### config.mk
export PLATFORM = sky130hd
export DESIGN_NAME = pcer_error_reporter
export DESIGN_NICKNAME = d
export VERILOG_FILES = /design/src/logic/pcer_pkg.sv /design/src/logic/pcer_error_reporter.sv /design/src/logic/pcer_wb_port.sv /design/src/logic/pcer_sticky.sv
export SDC_FILE = /design/constraint.sdc
export NUM_CORES = 1
export LEC_CHECK = 0
export BUFFER_PORTS_ARGS = -buffer_cell sky130_fd_sc_hd__buf_2
export CAP_MARGIN = 20
export CELL_PAD_IN_SITES_DETAIL_PLACEMENT = 0
export CELL_PAD_IN_SITES_GLOBAL_PLACEMENT = 1
export CORE_MARGIN = 4
export CORE_UTILIZATION = 42
export CTS_BUF_LIST = sky130_fd_sc_hd__clkbuf_2
export DETAILED_ROUTE_END_ITERATION = 12
export GPL_TIMING_DRIVEN = 0
export PLACE_DENSITY = 0.85
export REMOVE_ABC_BUFFERS = 1
export SYNTH_ARGS = -nofsm -noshare
export SYNTH_HDL_FRONTEND = slang
export SYNTH_SLANG_ARGS = --single-unit
### constraint.sdc
create_clock -name clk -period 3.7 [get_ports clk]
set_clock_uncertainty 0.2 [all_clocks]
set_input_delay 0.37 -clock clk [delete_from_list [all_inputs] [get_ports clk]]
set_output_delay 0.37 -clock clk [all_outputs]
set_load 0.1 [all_outputs]
### src/logic/pcer_pkg.sv
// Constants, register map and types for the error report controller.
// Assumes one clock shared with the core's user clock.
`default_nettype none
package pcer_pkg;
  // Register byte offsets
  localparam logic [7:0] ADDR_CTRL = 8'h00;
  localparam logic [7:0] ADDR_CMD = 8'h04;
  localparam logic [7:0] ADDR_STATUS = 8'h08;
  localparam logic [7:0] ADDR_HLOG0 = 8'h10;
  localparam logic [7:0] ADDR_HLOG3 = 8'h1C;
  localparam logic [7:0] ADDR_CPL_LO = 8'h20;
  localparam logic [7:0] ADDR_CPL_HI = 8'h24;
  // Control fields
  localparam int CTRL_AER_BIT = 0;
  localparam int CTRL_LEGACY_BIT = 1;
  localparam int CTRL_ATTR_BIT = 2;
  localparam int CTRL_MSG_LSB = 8;
  localparam int MSG_W = 5;
  localparam logic [31:0] CTRL_RESET = 32'h0000_0000;
  localparam logic [31:0] CTRL_MASK = 32'h0000_1F07;
  // Command fields
  localparam int CMD_TYPE_LSB = 0;
  localparam int CMD_TYPE_W = 4;
  localparam int CMD_POSTED_BIT = 8;
  localparam int CMD_LOCKED_BIT = 9;
  localparam int CMD_NOREC_BIT = 10;
  // Status fields
  localparam int ST_BUSY_BIT = 0;
  localparam int ST_CPLRDY_BIT = 1;
  localparam int ST_HALT_BIT = 2;
  localparam int ST_DONE_BIT = 8;
  localparam int ST_REFUSED_BIT = 9;
  localparam int ST_HLOGSET_BIT = 10;
  localparam int NUM_STICKY = 3;
  // Command type codes
  localparam int NUM_ERR = 13;
  localparam logic [3:0] ERR_ECRC = 4'h0;
  localparam logic [3:0] ERR_UR = 4'h1;
  localparam logic [3:0] ERR_TIMEOUT = 4'h2;
  localparam logic [3:0] ERR_UNEXPECT = 4'h3;
  localparam logic [3:0] ERR_ABORT = 4'h4;
  localparam logic [3:0] ERR_COR = 4'h5;
  localparam logic [3:0] ERR_ATOMIC = 4'h6;
  localparam logic [3:0] ERR_INT_COR = 4'h7;
  localparam logic [3:0] ERR_INT_UNCOR = 4'h8;
  localparam logic [3:0] ERR_MALFORMED = 4'h9;
  localparam logic [3:0] ERR_MCAST = 4'hA;
  localparam logic [3:0] ERR_POISON = 4'hB;
  localparam logic [3:0] ERR_ACS = 4'hC;
  localparam logic [3:0] CMD_INTERRUPT = 4'hD;

  typedef enum logic [3:0] {
    ST_IDLE = 4'b0001,
    ST_WAIT = 4'b0010,
    ST_FIRE = 4'b0100,
    ST_INTR = 4'b1000
  } pcer_state_e;

  // Byte-lane merge of a Wishbone write into a stored word
  function automatic logic [31:0] pcer_merge(input logic [31:0] old, input logic [31:0] wr,
                                             input logic [3:0] sel);
    logic [31:0] r;
    r = old;
    for (int i = 0; i < 4; i++) begin
      if (sel[i]) begin
        r[i*8 +: 8] = wr[i*8 +: 8];
      end
    end
    return r;
  endfunction
endpackage
`default_nettype wire

### src/logic/pcer_error_reporter.sv
// Controller that drives the error-report port of a PCI Express core.
// Assumes the core's report outputs share clk; software uses classic Wishbone.
`timescale 1ns/1ns
`default_nettype none
// Operation
// RULE1 - Core drops unsupported-request and abort reports while completion-ready is low.
// RULE2 - Non-posted unsupported-request or abort is reported only while completion-ready is high.
// RULE3 - Posted qualifier with a report marks the transaction posted.
// RULE4 - Locked qualifier with a report marks the transaction locked.
// RULE5 - Legacy mode: locked unsupported-request or abort yields a locked completion.
// RULE6 - Outside legacy mode the core makes locked completions on its own.
// RULE7 - No-recovery with poison or timeout keeps the error from being advisory.
// RULE8 - Completion header holds lower address, byte count, traffic class at the top.
// RULE9 - Completion header also holds attributes, requester identifier and tag.
// RULE10 - Corrected internal report counts only with advanced reporting enabled.
// RULE11 - Uncorrectable internal report counts only with advanced reporting enabled.
// RULE12 - Poisoned reports only when automatic poison response is disabled.
// RULE13 - Core flags when its header log is occupied and a header is unneeded.
// RULE14 - A 128-bit header log value accompanies each reported error.
// RULE15 - Core copies the message number into its root error status.
// RULE16 - Message number is driven to suit the enabled interrupt mode.
// RULE17 - Dedicated inputs report timeout, unexpected, correctable, atomic, malformed, multicast.
// RULE18 - A dedicated input reports an end-to-end CRC failure.
// RULE19 - A dedicated input reports an access control violation.
// RULE20 - No-recovery poison stops normal operation; no-recovery timeout need not retry.
// RULE21 - Each report is a one-cycle pulse with qualifiers and headers valid alongside.
// RULE22 - Interrupt request is held until interrupt-ready answers it.
module pcer_error_reporter
  import pcer_pkg::*;
#(
  parameter int AW = 8
) (
  input wire logic clk,
  input wire logic rstn,
  input wire logic wbCyc,
  input wire logic wbStb,
  input wire logic wbWe,
  input wire logic [AW-1:0] wbAdr,
  input wire logic [31:0] wbDatI,
  input wire logic [3:0] wbSel,
  output logic [31:0] wbDatO,
  output logic wbAck,
  output logic reportEcrc,
  output logic reportUnsupportedRequest,
  output logic reportCplTimeout,
  output logic reportCplUnexpected,
  output logic reportCplAbort,
  output logic reportCorrectable,
  output logic reportAtomicBlocked,
  output logic reportInternalCor,
  output logic reportInternalUncor,
  output logic reportMalformed,
  output logic reportMulticastBlocked,
  output logic reportPoisoned,
  output logic reportAcs,
  output logic qualPosted,
  output logic qualLocked,
  output logic qualNoRecovery,
  output logic [47:0] cplHeader,
  output logic [127:0] aerHeaderLog,
  output logic [MSG_W-1:0] aerMsgNum,
  output logic intReq,
  output logic haltOperation,
  input wire logic cplRdy,
  input wire logic headerLogSet,
  input wire logic intRdy
);
  pcer_state_e state;
  pcer_state_e next_state;
  logic access;
  logic wrEn;
  logic [7:0] addr;
  logic [31:0] ctrl;
  logic [31:0] cmdWord;
  logic [3:0] cmdType;
  logic cmdPosted;
  logic cmdLocked;
  logic cmdNoRec;
  logic [NUM_ERR-1:0] report;
  logic [NUM_STICKY-1:0] stickySet;
  logic [NUM_STICKY-1:0] stickyClr;
  logic [NUM_STICKY-1:0] sticky;
  logic cmdWrite;
  logic refuse;
  logic needsRdy;
  logic fireOk;
  logic [31:0] readValue;
  logic [3:0] newType;

  pcer_wb_port pcer_wb_port_inst (
    .clk(clk),
    .rstn(rstn),
    .wbCyc(wbCyc),
    .wbStb(wbStb),
    .wbAck(wbAck),
    .access(access)
  );

  pcer_sticky #(.W(NUM_STICKY)) pcer_sticky_inst (
    .clk(clk),
    .rstn(rstn),
    .set(stickySet),
    .clr(stickyClr),
    .flags(sticky)
  );

  assign addr = 8'(wbAdr);
  assign wrEn = access && wbWe;
  assign cmdWrite = wrEn && addr == ADDR_CMD && wbSel[0];
  assign newType = wbDatI[CMD_TYPE_LSB +: CMD_TYPE_W];

  // Refuse rather than send reports the core would drop or misread
  always_comb begin
    refuse = state != ST_IDLE || haltOperation || newType > CMD_INTERRUPT;
    if ((newType == ERR_INT_COR || newType == ERR_INT_UNCOR) && !ctrl[CTRL_AER_BIT]) begin
      refuse = 1'b1; // RULE10 RULE11
    end
    if (newType == ERR_POISON && !ctrl[CTRL_ATTR_BIT]) begin
      refuse = 1'b1; // RULE12
    end
  end

  assign needsRdy = (cmdType == ERR_UR || cmdType == ERR_ABORT) && !cmdPosted;
  assign fireOk = !needsRdy || cplRdy; // RULE2

  always_comb begin
    next_state = state;
    unique case (state)
      ST_IDLE: begin
        if (cmdWrite && !refuse) begin
          next_state = newType == CMD_INTERRUPT ? ST_INTR : ST_WAIT;
        end
      end
      ST_WAIT: begin
        if (fireOk) begin
          next_state = ST_FIRE;
        end
      end
      ST_FIRE: begin
        // Ready fell during the pulse, so the core dropped it: send again
        next_state = fireOk ? ST_IDLE : ST_WAIT; // RULE1
      end
      ST_INTR: begin
        if (intRdy) begin
          next_state = ST_IDLE; // RULE22
        end
      end
    endcase
  end

  always_ff @(posedge clk) begin
    if (!rstn) begin
      state <= ST_IDLE;
    end else begin
      state <= next_state;
    end
  end

  // Command latch; locked only in legacy mode since the core handles it otherwise
  always_ff @(posedge clk) begin
    if (!rstn) begin
      cmdWord <= 32'h0000_0000;
      cmdType <= 4'h0;
      cmdPosted <= 1'b0;
      cmdLocked <= 1'b0;
      cmdNoRec <= 1'b0;
    end else if (cmdWrite && !refuse) begin
      cmdWord <= wbDatI;
      cmdType <= newType;
      cmdPosted <= wbDatI[CMD_POSTED_BIT];
      cmdLocked <= wbDatI[CMD_LOCKED_BIT] && ctrl[CTRL_LEGACY_BIT]; // RULE5 RULE6
      cmdNoRec <= wbDatI[CMD_NOREC_BIT] && (newType == ERR_POISON || newType == ERR_TIMEOUT); // RULE7
    end
  end

  // One-cycle report pulse with its qualifiers
  always_ff @(posedge clk) begin
    if (!rstn) begin
      report <= '0;
      qualPosted <= 1'b0;
      qualLocked <= 1'b0;
      qualNoRecovery <= 1'b0;
    end else if (state == ST_WAIT && fireOk) begin
      report <= NUM_ERR'(1) << cmdType; // RULE17 RULE18 RULE19 RULE21
      qualPosted <= cmdPosted; // RULE3
      qualLocked <= cmdLocked; // RULE4
      qualNoRecovery <= cmdNoRec;
    end else begin
      report <= '0;
      qualPosted <= 1'b0;
      qualLocked <= 1'b0;
      qualNoRecovery <= 1'b0;
    end
  end

  assign reportEcrc = report[ERR_ECRC];
  assign reportUnsupportedRequest = report[ERR_UR];
  assign reportCplTimeout = report[ERR_TIMEOUT];
  assign reportCplUnexpected = report[ERR_UNEXPECT];
  assign reportCplAbort = report[ERR_ABORT];
  assign reportCorrectable = report[ERR_COR];
  assign reportAtomicBlocked = report[ERR_ATOMIC];
  assign reportInternalCor = report[ERR_INT_COR];
  assign reportInternalUncor = report[ERR_INT_UNCOR];
  assign reportMalformed = report[ERR_MALFORMED];
  assign reportMulticastBlocked = report[ERR_MCAST];
  assign reportPoisoned = report[ERR_POISON];
  assign reportAcs = report[ERR_ACS];

  always_ff @(posedge clk) begin
    if (!rstn) begin
      intReq <= 1'b0;
    end else if (state == ST_IDLE && next_state == ST_INTR) begin
      intReq <= 1'b1;
    end else if (state == ST_INTR && intRdy) begin
      intReq <= 1'b0; // RULE22
    end
  end

  // A poisoned report that cannot be recovered ends operation until reset
  always_ff @(posedge clk) begin
    if (!rstn) begin
      haltOperation <= 1'b0;
    end else if (state == ST_FIRE && fireOk && reportPoisoned && qualNoRecovery) begin
      haltOperation <= 1'b1; // RULE20
    end
  end

  // Control register and message number
  always_ff @(posedge clk) begin
    if (!rstn) begin
      ctrl <= CTRL_RESET;
      aerMsgNum <= '0;
    end else begin
      if (wrEn && addr == ADDR_CTRL) begin
        ctrl <= pcer_merge(ctrl, wbDatI, wbSel) & CTRL_MASK;
      end
      aerMsgNum <= ctrl[CTRL_MSG_LSB +: MSG_W]; // RULE16
    end
  end

  // Headers are frozen while a report is in flight so they stay valid with it
  always_ff @(posedge clk) begin
    if (!rstn) begin
      cplHeader <= '0;
      aerHeaderLog <= '0;
    end else if (wrEn && state == ST_IDLE) begin
      if (addr == ADDR_CPL_LO) begin
        cplHeader[31:0] <= pcer_merge(cplHeader[31:0], wbDatI, wbSel); // RULE8 RULE9
      end
      if (addr == ADDR_CPL_HI) begin
        cplHeader[47:32] <= 16'(pcer_merge({16'h0000, cplHeader[47:32]}, wbDatI, wbSel));
      end
      if (addr >= ADDR_HLOG0 && addr <= ADDR_HLOG3 && addr[1:0] == 2'b00) begin
        aerHeaderLog[addr[3:2]*32 +: 32] <=
          pcer_merge(aerHeaderLog[addr[3:2]*32 +: 32], wbDatI, wbSel); // RULE14
      end
    end
  end

  assign stickySet[0] = state == ST_FIRE && fireOk || state == ST_INTR && intRdy;
  assign stickySet[1] = cmdWrite && refuse;
  assign stickySet[2] = headerLogSet; // RULE13
  assign stickyClr = (wrEn && addr == ADDR_STATUS && wbSel[1]) ?
    wbDatI[ST_DONE_BIT +: NUM_STICKY] : '0;

  always_comb begin
    readValue = 32'h0000_0000;
    unique case (1'b1)
      addr == ADDR_CTRL: readValue = ctrl;
      addr == ADDR_CMD: readValue = cmdWord;
      addr == ADDR_STATUS: begin
        readValue[ST_BUSY_BIT] = state != ST_IDLE;
        readValue[ST_CPLRDY_BIT] = cplRdy;
        readValue[ST_HALT_BIT] = haltOperation;
        readValue[ST_DONE_BIT +: NUM_STICKY] = sticky;
      end
      addr == ADDR_CPL_LO: readValue = cplHeader[31:0];
      addr == ADDR_CPL_HI: readValue = {16'h0000, cplHeader[47:32]};
      addr >= ADDR_HLOG0 && addr <= ADDR_HLOG3 && addr[1:0] == 2'b00:
        readValue = aerHeaderLog[addr[3:2]*32 +: 32];
      default: readValue = 32'h0000_0000;
    endcase
  end

  always_ff @(posedge clk) begin
    if (!rstn) begin
      wbDatO <= 32'h0000_0000;
    end else if (access && !wbWe) begin
      wbDatO <= readValue;
    end
  end

  // Checks
  a_ur_needs_rdy: assert property (@(posedge clk) disable iff (!rstn)
    (reportUnsupportedRequest || reportCplAbort) && !qualPosted |-> $past(cplRdy)) // RULE2
    else $error("non-posted UR or abort without completion ready");
  a_pulse_single: assert property (@(posedge clk) disable iff (!rstn)
    report != '0 |=> report == '0) // RULE21
    else $error("report longer than one cycle");
  a_report_onehot: assert property (@(posedge clk) disable iff (!rstn)
    $onehot0(report)) // RULE17
    else $error("more than one report at once");
  a_posted_match: assert property (@(posedge clk) disable iff (!rstn)
    report != '0 |-> qualPosted == cmdPosted) // RULE3
    else $error("posted qualifier mismatch");
  a_locked_legacy: assert property (@(posedge clk) disable iff (!rstn)
    qualLocked |-> ctrl[CTRL_LEGACY_BIT] && report != '0) // RULE4
    else $error("locked qualifier outside legacy report");
  a_norec_scope: assert property (@(posedge clk) disable iff (!rstn)
    qualNoRecovery |-> reportPoisoned || reportCplTimeout) // RULE20
    else $error("no-recovery on wrong report");
  a_poison_attr: assert property (@(posedge clk) disable iff (!rstn)
    reportPoisoned |-> ctrl[CTRL_ATTR_BIT]) // RULE12
    else $error("poison reported with automatic response on");
  a_hdr_stable: assert property (@(posedge clk) disable iff (!rstn)
    report != '0 |-> $stable(cplHeader) && $stable(aerHeaderLog)) // RULE8
    else $error("headers changed with report");
  a_int_hold: assert property (@(posedge clk) disable iff (!rstn)
    intReq && !intRdy |=> intReq) // RULE22
    else $error("interrupt request dropped early");
  a_msg_follow: assert property (@(posedge clk) disable iff (!rstn)
    ##1 aerMsgNum == $past(ctrl[CTRL_MSG_LSB +: MSG_W])) // RULE16
    else $error("message number not following control");
  c_ur_fire: cover property (@(posedge clk) disable iff (!rstn)
    reportUnsupportedRequest && !qualPosted);
  c_retry: cover property (@(posedge clk) disable iff (!rstn)
    state == ST_FIRE ##1 state == ST_WAIT);
  c_int_done: cover property (@(posedge clk) disable iff (!rstn) intReq && intRdy);
  c_halt: cover property (@(posedge clk) disable iff (!rstn) $rose(haltOperation));
endmodule
`default_nettype wire

### src/logic/pcer_wb_port.sv
// Classic Wishbone slave handshake: one access strobe, ack one cycle later.
// Assumes the master holds its request until it sees ack.
`timescale 1ns/1ns
`default_nettype none
module pcer_wb_port (
  input wire logic clk,
  input wire logic rstn,
  input wire logic wbCyc,
  input wire logic wbStb,
  output logic wbAck,
  output logic access
);
  // Gating with ack keeps a held request from being taken twice
  assign access = wbCyc && wbStb && !wbAck;

  always_ff @(posedge clk) begin
    if (!rstn) begin
      wbAck <= 1'b0;
    end else begin
      wbAck <= access;
    end
  end
endmodule
`default_nettype wire

### src/logic/pcer_sticky.sv
// Sticky status flags, set by events, cleared by software.
// Assumes set and clear come from the same clock domain.
`timescale 1ns/1ns
`default_nettype none
module pcer_sticky #(
  parameter int W = 3
) (
  input wire logic clk,
  input wire logic rstn,
  input wire logic [W-1:0] set,
  input wire logic [W-1:0] clr,
  output logic [W-1:0] flags
);
  // A set in the clearing cycle wins so no event is lost
  always_ff @(posedge clk) begin
    if (!rstn) begin
      flags <= '0;
    end else begin
      flags <= (flags & ~clr) | set;
    end
  end
endmodule
`default_nettype wire

Word level (Yosys, flattened, before mapping)

Index checks and enable logic that the tools add are counted.

$add $sub $neg: 1
$lt $le $gt $ge: 3
Eq/ne operators: 17
Shift operators: 4
Mux-type cells: 32
Bitwise logic cells: 3
Reduce and logical (&&, ||, !) cells: 52

Operator list:

| kind                                                                                 | count |
|---|---|
| 128-bit bitwise mux                                                                  | 1 |
| 8-bit 2-to-1 mux                                                                     | 16 |
| 32-bit by 34-bit variable shift with 128-bit output (first input constant)           | 1 |
| 128-bit by 8-bit indexed part select with 32-bit output                              | 1 |
| 32-bit by 34-bit indexed part select with 128-bit output                             | 1 |
| 21-bit case mux with 5 select lines                                                  | 1 |
| 3-bit case mux with 6 select lines                                                   | 2 |
| 7-bit negator with 34-bit output                                                     | 1 |
| 1-bit logical AND                                                                    | 25 |
| 4-bit equality test (second input constant)                                          | 5 |
| 5-bit case mux with 4 select lines                                                   | 1 |
| 3-bit AND reduction                                                                  | 6 |
| 8-bit by 6-bit equality test with 1-bit output (second input constant)               | 2 |
| 4-bit 2-to-1 mux                                                                     | 4 |
| 4-bit case mux with 4 select lines                                                   | 1 |
| 1-bit by 4-bit << shifter with 13-bit output (first input constant)                  | 1 |
| 4-bit by 3-bit equality test with 1-bit output (second input constant)               | 3 |
| 4-bit by 1-bit equality test with 1-bit output (second input constant)               | 2 |
| 4-bit by 2-bit equality test with 1-bit output (second input constant)               | 2 |
| 8-bit by 3-bit equality test with 1-bit output (second input constant)               | 1 |
| 8-bit by 4-bit equality test with 1-bit output (second input constant)               | 1 |
| 8-bit by 5-bit greater-or-equal comparator with 1-bit output (second input constant) | 1 |
| 8-bit by 5-bit less-or-equal comparator with 1-bit output (second input constant)    | 1 |
| 8-bit zero test                                                                      | 1 |
| 13 further kinds                                                                     | 31 |

Bits in registers: 286
Logic and storage cells: 137

Longest topological paths before layout

Gate-level depths: netlist (run 1).

Depth in word-level cells: 12
Gate-level depth with buffers: 12
Depth with buffers taken out: 7

Hierarchy

Synthesis (run 1) repeated with hierarchy kept, for this count alone.

Cells, all modules: 1,073
Area, all modules: 11,567.3 um^2

By module, submodules not included:

| module              | times used | cells an instance | area each (um^2) | seq. area each (um^2) |
|---|---|---|---|---|
| pcer_error_reporter | 1          | 1,061             | 11,403.4         | 5,545.3 |
| pcer_sticky         | 1          | 9                 | 123.9            | 60.1 |
| pcer_wb_port        | 1          | 3                 | 40.0             | 20.0 |

Worst setup path before layout (run 1)

No wires, ideal clock.

Kind: input port to flip-flop
From: input port wbAdr[3]
To: register cmdWord[0]
Arrival: 2.493 ns
Required time: 3.372 ns
Setup slack: 0.880 ns
Stages on the path: 12
Cells stage by stage: clkbuf_1 > clkbuf_1 > inv_1 > ha_1 > clkbuf_1 > nor3b_1 > nand4_1 > nor4b_1 > buf_2 > buf_4 > mux2i_1 > nor2_1

Word-level cells in the longest chain between the ends: 4

RTL lines:

| what                                           | line                       | text |
|---|---|---|
| start, declared                                | pcer_error_reporter.sv:38  | `input wire logic [AW-1:0] wbAdr,` |
| 8-bit by 3-bit equality test with 1-bit output | pcer_error_reporter.sv:109 | `assign cmdWrite = wrEn && addr == ADDR_CMD && wbSel[0];` |
| 1-bit logical AND (2 in a row)                 | pcer_error_reporter.sv:109 |  |
| 1-bit logical AND                              | pcer_error_reporter.sv:167 | `end else if (cmdWrite && !refuse) begin` |
| end signal, assigned                           | pcer_error_reporter.sv:168 | `cmdWord <= wbDatI;` |
| end, declared                                  | pcer_error_reporter.sv:74  | `logic [31:0] cmdWord;` |

Every way passes these cells.
A chain may end at the register's enable or synchronous reset.

Worst setup path after layout (run 1)

From: register state[0]
To: register aerHeaderLog[92]

Word-level cells in the longest chain between the ends: 3

RTL lines:

| what                                           | line                       | text |
|---|---|---|
| start, declared                                | pcer_error_reporter.sv:68  | `pcer_state_e state;` |
| start signal, assigned                         | pcer_error_reporter.sv:155 | `state <= next_state;` |
| 4-bit by 1-bit equality test with 1-bit output | pcer_error_reporter.sv:247 | `end else if (wrEn && state == ST_IDLE) begin` |
| 1-bit logical AND                              | pcer_error_reporter.sv:247 |  |
| 2-bit AND reduction (no source line)           | --                         |  |
| end signal, assigned by index                  | pcer_error_reporter.sv:255 | `aerHeaderLog[addr[3:2]*32 +: 32] <=` |
| end, declared                                  | pcer_error_reporter.sv:60  | `output logic [127:0] aerHeaderLog,` |

Every way passes these cells.

==> results of run 1 <==
registers in the layout (all words and copies together), names as in the netlist, 3 cells and up:
register	flops
aerHeaderLog	128
cplHeader	48
cmdWord	32
wbDatO	32
report	13
ctrl	8
aerMsgNum	5
state	4
pcer_sticky_inst.flags	3
worst paths after layout:
kind | cells past startpoint | from | end
setup reg to reg | 6 | state[0] | aerHeaderLog[92]
hold / removal | 4 | wbAdr[5] | wbDatO[9]
setup / recovery | 6 | state[0] | aerHeaderLog[92]
hold reg to reg | 2 | pcer_sticky_inst.flags[0] | pcer_sticky_inst.flags[0]
cells by family (layout without fill, tap and decap cells):
| family | Yosys count | after routing | share of synthesized area, % |
|---|---|---|---|
| simple gates | 402 | 402 | 15.7 |
| mux | 149 | 149 | 16.2 |
| compound gates | 277 | 277 | 15.6 |
| buf+inv | 101 | 499 | 3.83 |
| other cells | 0 | 2 | 0 |
| fa+ha+maj | 4 | 4 | 0.428 |
| xor+xnor | 3 | 3 | 0.225 |
| flops | 281 | 281 | 48.1 |
worst max-delay path: stages, from the launching register on:
cell and delay, ns:
dfxtp_1 0.51, or4b_4 0.55, nor2_2 0.68, and2_1 0.25
nand4_1 0.65, buf_6 0.41, o21ai_0 0.19
layer usage:
metal	global-route usage, %	routed length (um)	vias to the layer above
met5	0	0	-
met4	7.14	757	0
met3	8.14	3250	60
met2	40.6	18200	401
met1	32.9	17400	5156
li1	-	-	5063
what timing repair did:
action,CTS,global route
endpoints found under the hold margin,255,0
buffers inserted,0,0
endpoints found under the setup margin,0,0
hold buffers,51,0
layout make-up:
class | count | area (um2)
fillers | 2562 | 12300
repair buffers | 359 | 2340
multi-input cells | 835 | 5710
clock buffers | 106 | 531
diodes | 2 | 5.00
clock inverters | 27 | 144
flip-flops and latches | 281 | 5630
inverters | 7 | 31.3
well taps | 372 | 465
stage by stage:
step	util, %	setup TNS (ns)	setup slack (ns)
3_5_place_dp	50.3	-7.06	-0.445
3_3_place_gp	48.4	-898.90	-9.61
6_report	54.6	0	0.144
2_1_floorplan	-	-154.46	-4.22
5_1_grt	54.6	0	0.0111
4_1_cts	54.6	0	0.264
report_power, final:
part | switching (W) | internal (W) | leakage [nW]
clock | 0.00130 | 0.000849 | 0.510
sequential | 0.00000545 | 0.00303 | 2.26
combinational | 0.000280 | 0.000133 | 3.83
total | 0.00159 | 0.00401 | 6.61
layout by cell type (no fill, tap or decap), types with 5 or more instances in the layout:
| master | count |
|---|---|
| o31ai_1 | 15 |
| nand4_1 | 6 |
| a21oi_1 | 54 |
| buf_2 | 284 |
| inv_1 | 5 |
| a22o_1 | 19 |
| nand2_1 | 170 |
| o21ai_2 | 30 |
| nand3_1 | 11 |
| buf_4 | 7 |
| nor2_1 | 118 |
| dlygate4sd3_1 | 51 |
| nor3_1 | 13 |
| clkbuf_2 | 106 |
| a22oi_1 | 38 |
| mux2i_1 | 113 |
| and2_1 | 12 |
| a211oi_1 | 7 |
| a221oi_1 | 7 |
| nand2b_1 | 37 |
| dfxtp_1 | 281 |
| mux4_2 | 32 |
| buf_16 | 7 |
| o21ai_0 | 85 |
| buf_8 | 6 |
| clkinv_1 | 18 |
==> metrics.txt, run 1 <==
status finished, final reports clean; max cap viols 0; Via Count 10.7k; top-count cell post-synth dfxtp_1; Post-Place Cell Area approximately 14000 um2; Setup Viol. Count Final 0; Post-synth EDFFs 0; vias in the first global route 10.9k; clk root buf clkbuf_2; asr flop ratio synth 0%; RSZ-0062 raised after global routing false; post-layout instance area 14800 um2; CP max FO 12; Top FF cell, synth dfxtp_1; global-route wire length before repair 61900 um; Core Area ~27000 um2; HPWL after DPL 26400 um; worst hold slack about 0.11 ns; Vias/cell 5.37; WL final about 40000 um; Resize count post-CTS 0; Antenna Violating Nets Remaining 0; leading area contributor after synthesis dfxtp_1; register-to-register setup slack 0.14 ns; initial detailed-routing violation count 717; number of buffers created by CTS 75; Avg Cell Area, Syn 9.62 um2; drt first pass iters 5; port buffer count between 200 and 300; top cells by area, synth dfxtp_1 (48%), mux2i_1 (9.7%), mux4_2 (6.2%); placed insts 1803; layout cells sized above 1 about a third; most frequent cells after synthesis dfxtp_1 (281), nand2_1 (170), nor2_1 (120); Post-Layout Cell Count 1989; grt ovf 0; Yosys warnings 0; CTS H-tree depth 3; Yosys reg bits between 200 and 300; Max Freq 0.281 GHz; initial antenna violation count 1; Worst Hold Class primary input to flop; maximum root-to-sink buffer count 3; Critical Path AT 4.04 ns; WP data required ~4.2 ns; Clock Latency Late Sink roughly 0.83 ns; P_leak 6.61 nW; post-detailed-route wirelength per cell around 20 um; DIE HEIGHT 175 um; max_slew headroom 24.0%; startpoint types flop; RePlAce Congestion 0.824; Worst IR Drop VDD 0.194 mV; final period utilization between 90% and 100%; Horiz. Die Dim 175 um; kind of critical path flop to flop; Area growth syn-to-layout 26.9%; synthesized instance count 1217; Mapped Area ~12000 um2; starting density of the core between 40% and 50%; Clock Pin Slew Worst Setup and Hold Paths ~0.11 ns; Total Routing Usage GR 25.3%; Critical Path Sink Type flop; endpoints failing hold 0; die area 30600 um2; Ports 284; CTS tree built; Seq/Total Area, Yosys 48.1%; fin. max-slew vios 0; total power 0.00560 W; Netlist cell types 60; nets around 1.6k; DRC 0; largest net degree at the start of global routing between 100 and 150; share of the synthesized area in the top cell type approximately 48%; Clock Sinks between 200 and 300; PwrDens 377 nW/um2; Tightest Pin Transition 1.14 ns; Rows 60; Tmin final 3.56 ns
Note: power is estimated with default switching activity, not from simulation.
==> run 2, diff against run 1 <==
- HOLD_SLACK_MARGIN: default -> 0.12
==> run 2 against run 1 <==
Sequential power hardly changed; total power is 0.49% higher; register-to-register slack better by 0.096 ns; via count is 1.8% higher; final cell count is 2.1% higher; core utilization is 1.6 points higher; sequential cell count stayed put; sequential share of layout area is 1.1 points lower; critical path depth is 4 higher; worst hold slack better by 0.11 ns; wire length is 1.2% higher; critical endpoint is now cplHeader[4].
==> metrics.txt, run 2 (synthesis results as in run 1) <==
Clock Pin Slew Worst Setup and Hold Paths 0.10 ns (was 0.11 ns); fin util 56.2% (was 54.6%); Antenna Violating Nets Remaining 0 (unchanged); Reg-to-Reg Start state[0] (unchanged); largest registers aerHeaderLog x128, cplHeader x48 (unchanged); kind of critical path primary input to flop (was flop to flop); WL final 40000 um (was 39600 um); Critical Path AT 4.22 ns (was 4.04 ns); drt first pass iters 7 (was 5); setup TNS 0 ns (unchanged); HPWL after DPL 26400 um (unchanged); RePlAce Congestion 0.824 (unchanged); RSZ-0062 raised after global routing false (unchanged); met1 usage 33.0% (was 32.9%); global-route wire length before repair 62600 um (was 61900 um); nets 1657 (was 1615); PwrDens 368 nW/um2 (was 377 nW/um2); GR Util met3 8.24% (was 8.14%); Rows 60 (unchanged); cell count of the worst reg-to-reg path 6 (unchanged); R2R Path End cplHeader[15] (was aerHeaderLog[92]); Total Routing Usage GR 25.6% (was 25.3%); GRT met2 Usage 41.3% (was 40.6%); CTS H-tree depth 3 (unchanged); max_slew headroom 36.0% (was 24.0%); Worst IR Drop VDD 0.194 mV (about the same); CTS tree built (unchanged); starting density of the core 43.1% (unchanged); Critical Path Sink Type flop (unchanged); final period utilization 98.6% (was 96.1%); final worst setup slack 0.0527 ns (was 0.144 ns); startpoint types primary input (was flop); post-detailed-route wirelength per cell 19.7 um (was 19.9 um); Tmin final 3.65 ns (was 3.56 ns); fin. max-slew vios 0 (unchanged); vias in the first global route 11.1k (was 10.9k); gr busiest metal met2 (unchanged); Tightest Pin Transition 0.959 ns (was 1.14 ns); endpoints failing hold 0 (unchanged); most frequent cells in the layout buf_2 (283), dfxtp_1 (281), nand2_1 (170) (was buf_2 (284), dfxtp_1 (281), nand2_1 (170)); initial detailed-routing violation count 874 (was 717); Setup Viol. Count Final 0 (unchanged); DIE HEIGHT 175 um (unchanged); Worst Hold Class primary input to flop (unchanged); Horiz. Die Dim 175 um (unchanged); P_leak 6.77 nW (was 6.61 nW); layout cells sized above 1 31.0% (was 31.6%); CP max FO 8 (was 12); DRC 0 (unchanged); max cap viols 0 (unchanged); Vias/cell 5.35 (was 5.37); Largest Register aerHeaderLog (unchanged); crit path from wbAdr[6] (was state[0]); Clock Latency Late Sink 0.82 ns (was 0.83 ns); largest net degree at the start of global routing 102 (unchanged); grt ovf 0 (unchanged); most common cell after layout, fill and taps aside buf_2 (unchanged); pre-CTS setup slack -0.445 ns (unchanged); clk root buf clkbuf_2 (unchanged); Max Freq 0.274 GHz (was 0.281 GHz); maximum root-to-sink buffer count 3 (unchanged); Clock Sinks 281 (unchanged); die area 30600 um2 (unchanged); post-layout instance area 15300 um2 (was 14800 um2); Post-Place Cell Area 13700 um2 (unchanged); Ports 284 (unchanged); max reg flops 128 (unchanged); Via Count 10.9k (was 10.7k); number of buffers created by CTS 75 (unchanged); crit path to cplHeader[4] (was aerHeaderLog[92]); register-to-register setup slack 0.24 ns (was 0.14 ns); initial antenna violation count 1 (unchanged); Area growth syn-to-layout 30.5% (was 26.9%); status finished, final reports clean (unchanged); worst hold slack 0.217 ns (was 0.111 ns); WP data required 4.27 ns (was 4.19 ns); port buffer count 283 (unchanged); Core Area 27200 um2 (unchanged)
run 2: how the worst min path moves through the flow:
stage | from | slack, ns | cells after the start | to
after floorplan | cmdLocked | 0.22 | 1 | qualLocked
after global placement | aerHeaderLog[112] | 0.25 | 2 | aerHeaderLog[112]
after detailed placement | cmdNoRec | 0.25 | 1 | qualNoRecovery
after CTS | wbDatI[16] | 0.12 | 4 | cplHeader[16]
after global routing | wbDatI[15] | 0.13 | 4 | cmdWord[15]
final | wbDatI[29] | 0.22 | 4 | cplHeader[29]
run 2: worst max-delay path, stage by stage:
cell	delay, ns
dlygate4sd3_1	0.53
buf_2	0.13
or4_1	0.47
dlygate4sd3_1	0.66
nor3_4	0.37
and2_2	0.33
nand2_1	0.07
dlygate4sd3_1	0.55
a21oi_1	0.16
dlygate4sd3_1	0.57
run 2: power by group:
part	internal, W	switching, W	total [W]
Combinational	0.000153	0.000284	0.000437
Clock	0.000849	0.00130	0.00215
Sequential	0.00303	0.00000570	0.00304
run 2: final cells by class:
class / instances / area [um2]
fill: 2523 / 11900
antenna: 2 / 5.00
multi-input combinational: 835 / 5720
clock inverter: 27 / 144
inverter: 7 / 31.3
sequential: 281 / 5630
clock buffer: 106 / 531
timing repair buffer: 401 / 2760
tap: 372 / 465
run 2: stage by stage:
step           cells  power, W
2_1_floorplan   1123   0.00328
3_3_place_gp    1778   0.00344
3_5_place_dp    1803   0.00347
4_1_cts         2026   0.00568
5_1_grt         2031   0.00591
6_report        2031   0.00563
run 2: metal layers:
| layer | up-vias | wire [um] |
|---|---|---|
| met1 | 5212 | 17200 |
| met2 | 449 | 18600 |
| met4 | 0 | 727 |
| met3 | 56 | 3550 |
| met5 | - | 0 |
| li1 | 5153 | - |
run 2: what timing repair did:
action | 4_1_cts | 5_1_grt
buffers inserted | 0 | 2
hold buffers | 90 | 1
endpoints found under the setup margin | 0 | 33
endpoints found under the hold margin | 266 | 1
resized for setup | 0 | 3
==> run 3, diff against run 2 <==
- BUFFER_PORTS_ARGS: -buffer_cell sky130_fd_sc_hd__buf_2 -> -buffer_cell sky130_fd_sc_hd__buf_4
==> run 3 against run 2 <==
Worst setup slack worse by 0.029 ns; sequential cell count stayed put; die area stayed put; non-clock buffer count is 2 lower; wire length is 2.2% higher; combinational power is 4% higher; via count is 0.86% higher; fmax is 0.80% lower; sequential power hardly changed; critical endpoint is now cplHeader[21]; largest power group unchanged; highest routed layer unchanged.
==> metrics.txt, run 3 (synthesis results as in run 1) <==
starting density of the core 43.1% (unchanged); number of buffers created by CTS 75 (unchanged); worst path cell trace or4b_4, nor2_2, nand3_1, mux2i_1, nor2_1, dlygate4sd3_1 (was dlygate4sd3_1, buf_2, or4_1, dlygate4sd3_1, nor3_4, and2_2, nand2_1, dlygate4sd3_1, a21oi_1, dlygate4sd3_1); initial antenna violation count 1 (unchanged); Tmin final 3.68 ns (was 3.65 ns); DIE HEIGHT 175 um (unchanged); endpoints failing hold 0 (unchanged); initial detailed-routing violation count 789 (was 874); HPWL after DPL 26800 um (was 26400 um); largest net degree at the start of global routing 73 (was 102); grt ovf 0 (unchanged); Ports 284 (unchanged); Largest Register aerHeaderLog (unchanged); Worst IR Drop VDD 0.229 mV (was 0.194 mV); CP bufs+invs 1 (was 5); RePlAce Congestion 0.830 (was 0.824); placed insts 1803 (unchanged); nets 1655 (was 1657); RSZ-0062 raised after global routing true (was false); most frequent cells in the layout buf_4 (289), dfxtp_1 (281), nand2_1 (170) (was buf_2 (283), dfxtp_1 (281), nand2_1 (170)); Horiz. Die Dim 175 um (unchanged); Worst path slowest cell nand3_1 (was dlygate4sd3_1); CP max FO 11 (was 8); crit path from state[0] (was wbAdr[6]); final period utilization 99.4% (was 98.6%); crit-path max cell delay 0.67 ns (was 0.66 ns); startpoint types flop (was primary input); Post-Layout Cell Count 2023 (was 2031); P_leak 6.80 nW (was 6.77 nW); Core Area 27200 um2 (unchanged); max cap viols 0 (unchanged); WP data required 4.21 ns (was 4.27 ns); Tightest Pin Transition 0.923 ns (was 0.959 ns); maximum root-to-sink buffer count 3 (unchanged); Vias/cell 5.42 (was 5.35); PwrDens 359 nW/um2 (was 368 nW/um2); Reg-to-Reg Start state[0] (unchanged); Seq. cell area 5630 um2 (unchanged); kind of cell adding the most delay to the critical path simple AND/OR/NAND/NOR gates (was buffers and inverters); Clock Pin Slew Worst Setup and Hold Paths 0.11 ns (was 0.10 ns); drt first pass iters 5 (was 7); Post-CTS Setup Bufs 0 (unchanged); crit path to cplHeader[21] (was cplHeader[4]); Post-Place Cell Area 14400 um2 (was 13700 um2); kind of critical path flop to flop (was primary input to flop); R2R Path End cplHeader[21] (was cplHeader[15]); Critical Path Sink Type flop (unchanged); largest registers aerHeaderLog x128, cplHeader x48 (unchanged); port buffer count 283 (unchanged); global-route wire length before repair 64000 um (was 62600 um); DRC 0 (unchanged); die area 30600 um2 (unchanged); cell count of the worst reg-to-reg path 6 (unchanged); Max Freq 0.272 GHz (was 0.274 GHz); status finished, final reports clean (unchanged); Worst Hold Class primary input to flop (unchanged); total power 0.00574 W (was 0.00563 W); max_slew headroom 38.2% (was 36.0%); Area growth syn-to-layout 36.6% (was 30.5%); post-detailed-route wirelength per cell 20.2 um (was 19.7 um); Critical Path AT 4.18 ns (was 4.22 ns); Rows 60 (unchanged); WP depth 6 (was 10); Via Count 11.0k (was 10.9k); Antenna Violating Nets Remaining 0 (unchanged); fin. max-slew vios 0 (unchanged); Total Routing Usage GR 26.2% (was 25.6%); vias in the first global route 11.1k (about the same); max reg flops 128 (unchanged); post-layout instance area 16000 um2 (was 15300 um2); Clock Latency Late Sink 0.83 ns (was 0.82 ns); clk root buf clkbuf_2 (unchanged); CTS H-tree depth 3 (unchanged); layout cells sized above 1 30.7% (was 31.0%); Multi-input gate area 5730 um2 (was 5720 um2); most common cell after layout, fill and taps aside buf_4 (was buf_2); Clock Sinks 281 (unchanged); # fillers 2447 (was 2523); register-to-register setup slack 0.02 ns (was 0.24 ns); Setup Viol. Count Final 0 (unchanged); CTS tree built (unchanged); WL final 40900 um (was 40000 um)
[run 3: changes by cell type in the layout (fill, tap and decap cells not counted), moves of 2 or more]
cell | before | now
buf_2 | 283 | 0
buf_4 | 9 | 289
buf_8 | 6 | 8
bufinv_16 | 1 | 3
clkinvlp_4 | 2 | 0
inv_2 | 3 | 1
[run 3: worst register-to-register path: cells and delay by family, from the launching register on]
family,cells,cell delay [ns]
AND/OR/NAND/NOR,4,1.95
buffers and inverters,1,0.58
multiplexers,1,0.31
flip-flops,1,0.51
[run 3: how the worst min path moves through the flow]
stage | from | end | slack [ns] | cells after the start
floorplan | cmdLocked | qualLocked | 0.22 | 1
global placement | cmdNoRec | qualNoRecovery | 0.25 | 1
detailed placement | cmdNoRec | qualNoRecovery | 0.25 | 1
CTS | wbDatI[13] | cmdWord[13] | 0.12 | 4
global route | wbDatI[15] | cplHeader[47] | 0.12 | 4
finish | wbDatI[8] | cmdWord[8] | 0.21 | 4
[run 3: timing repair]
action	4_1_cts	5_1_grt
endpoints found under the setup margin	1	7
hold buffers	90	1
gates resized for setup	1	1
hold endpoints to repair	265	1
[run 3: layout make-up]
type	instances	share of cell area, %
repair buffers	399	21.6
multi-input cells	835	35.8
clock inverters	22	1.02
flip-flops and latches	281	35.2
diodes	1	0.0156
well taps	372	2.91
inverters	7	0.196
clock buffers	106	3.32
[run 3: per-stage QoR]
| stage | setup TNS, ns | utilization (%) | setup WS (ns) | hold WS [ns] |
|---|---|---|---|---|
| 2_1_floorplan | -154.46 | - | -4.22 | 0.223 |
| 3_3_place_gp | -886.19 | 51.0 | -9.39 | 0.249 |
| 3_5_place_dp | -22.72 | 52.9 | -0.908 | 0.250 |
| 4_1_cts | 0 | 58.8 | 0.0559 | 0.123 |
| 5_1_grt | -0.697 | 58.9 | -0.152 | 0.122 |
| 6_report | 0 | 58.9 | 0.0233 | 0.209 |
[run 3: report_power, final]
part	switching [W]	total (W)	internal [W]
registers	0.00000584	0.00304	0.00303
clock network	0.00128	0.00225	0.000971
logic	0.000285	0.000454	0.000169
total	0.00157	0.00574	0.00417
[run 3: routing by layer]
metal  part of all wire (%)  vias to the layer above  global-route usage [%]
met4                    2.0                        0                    7.63
met1                     43                     5327                    34.0
met2                     47                      438                    42.6
li1                       -                     5138                       -
met5                      0                        -                       0
met3                    8.3                       61                    8.07
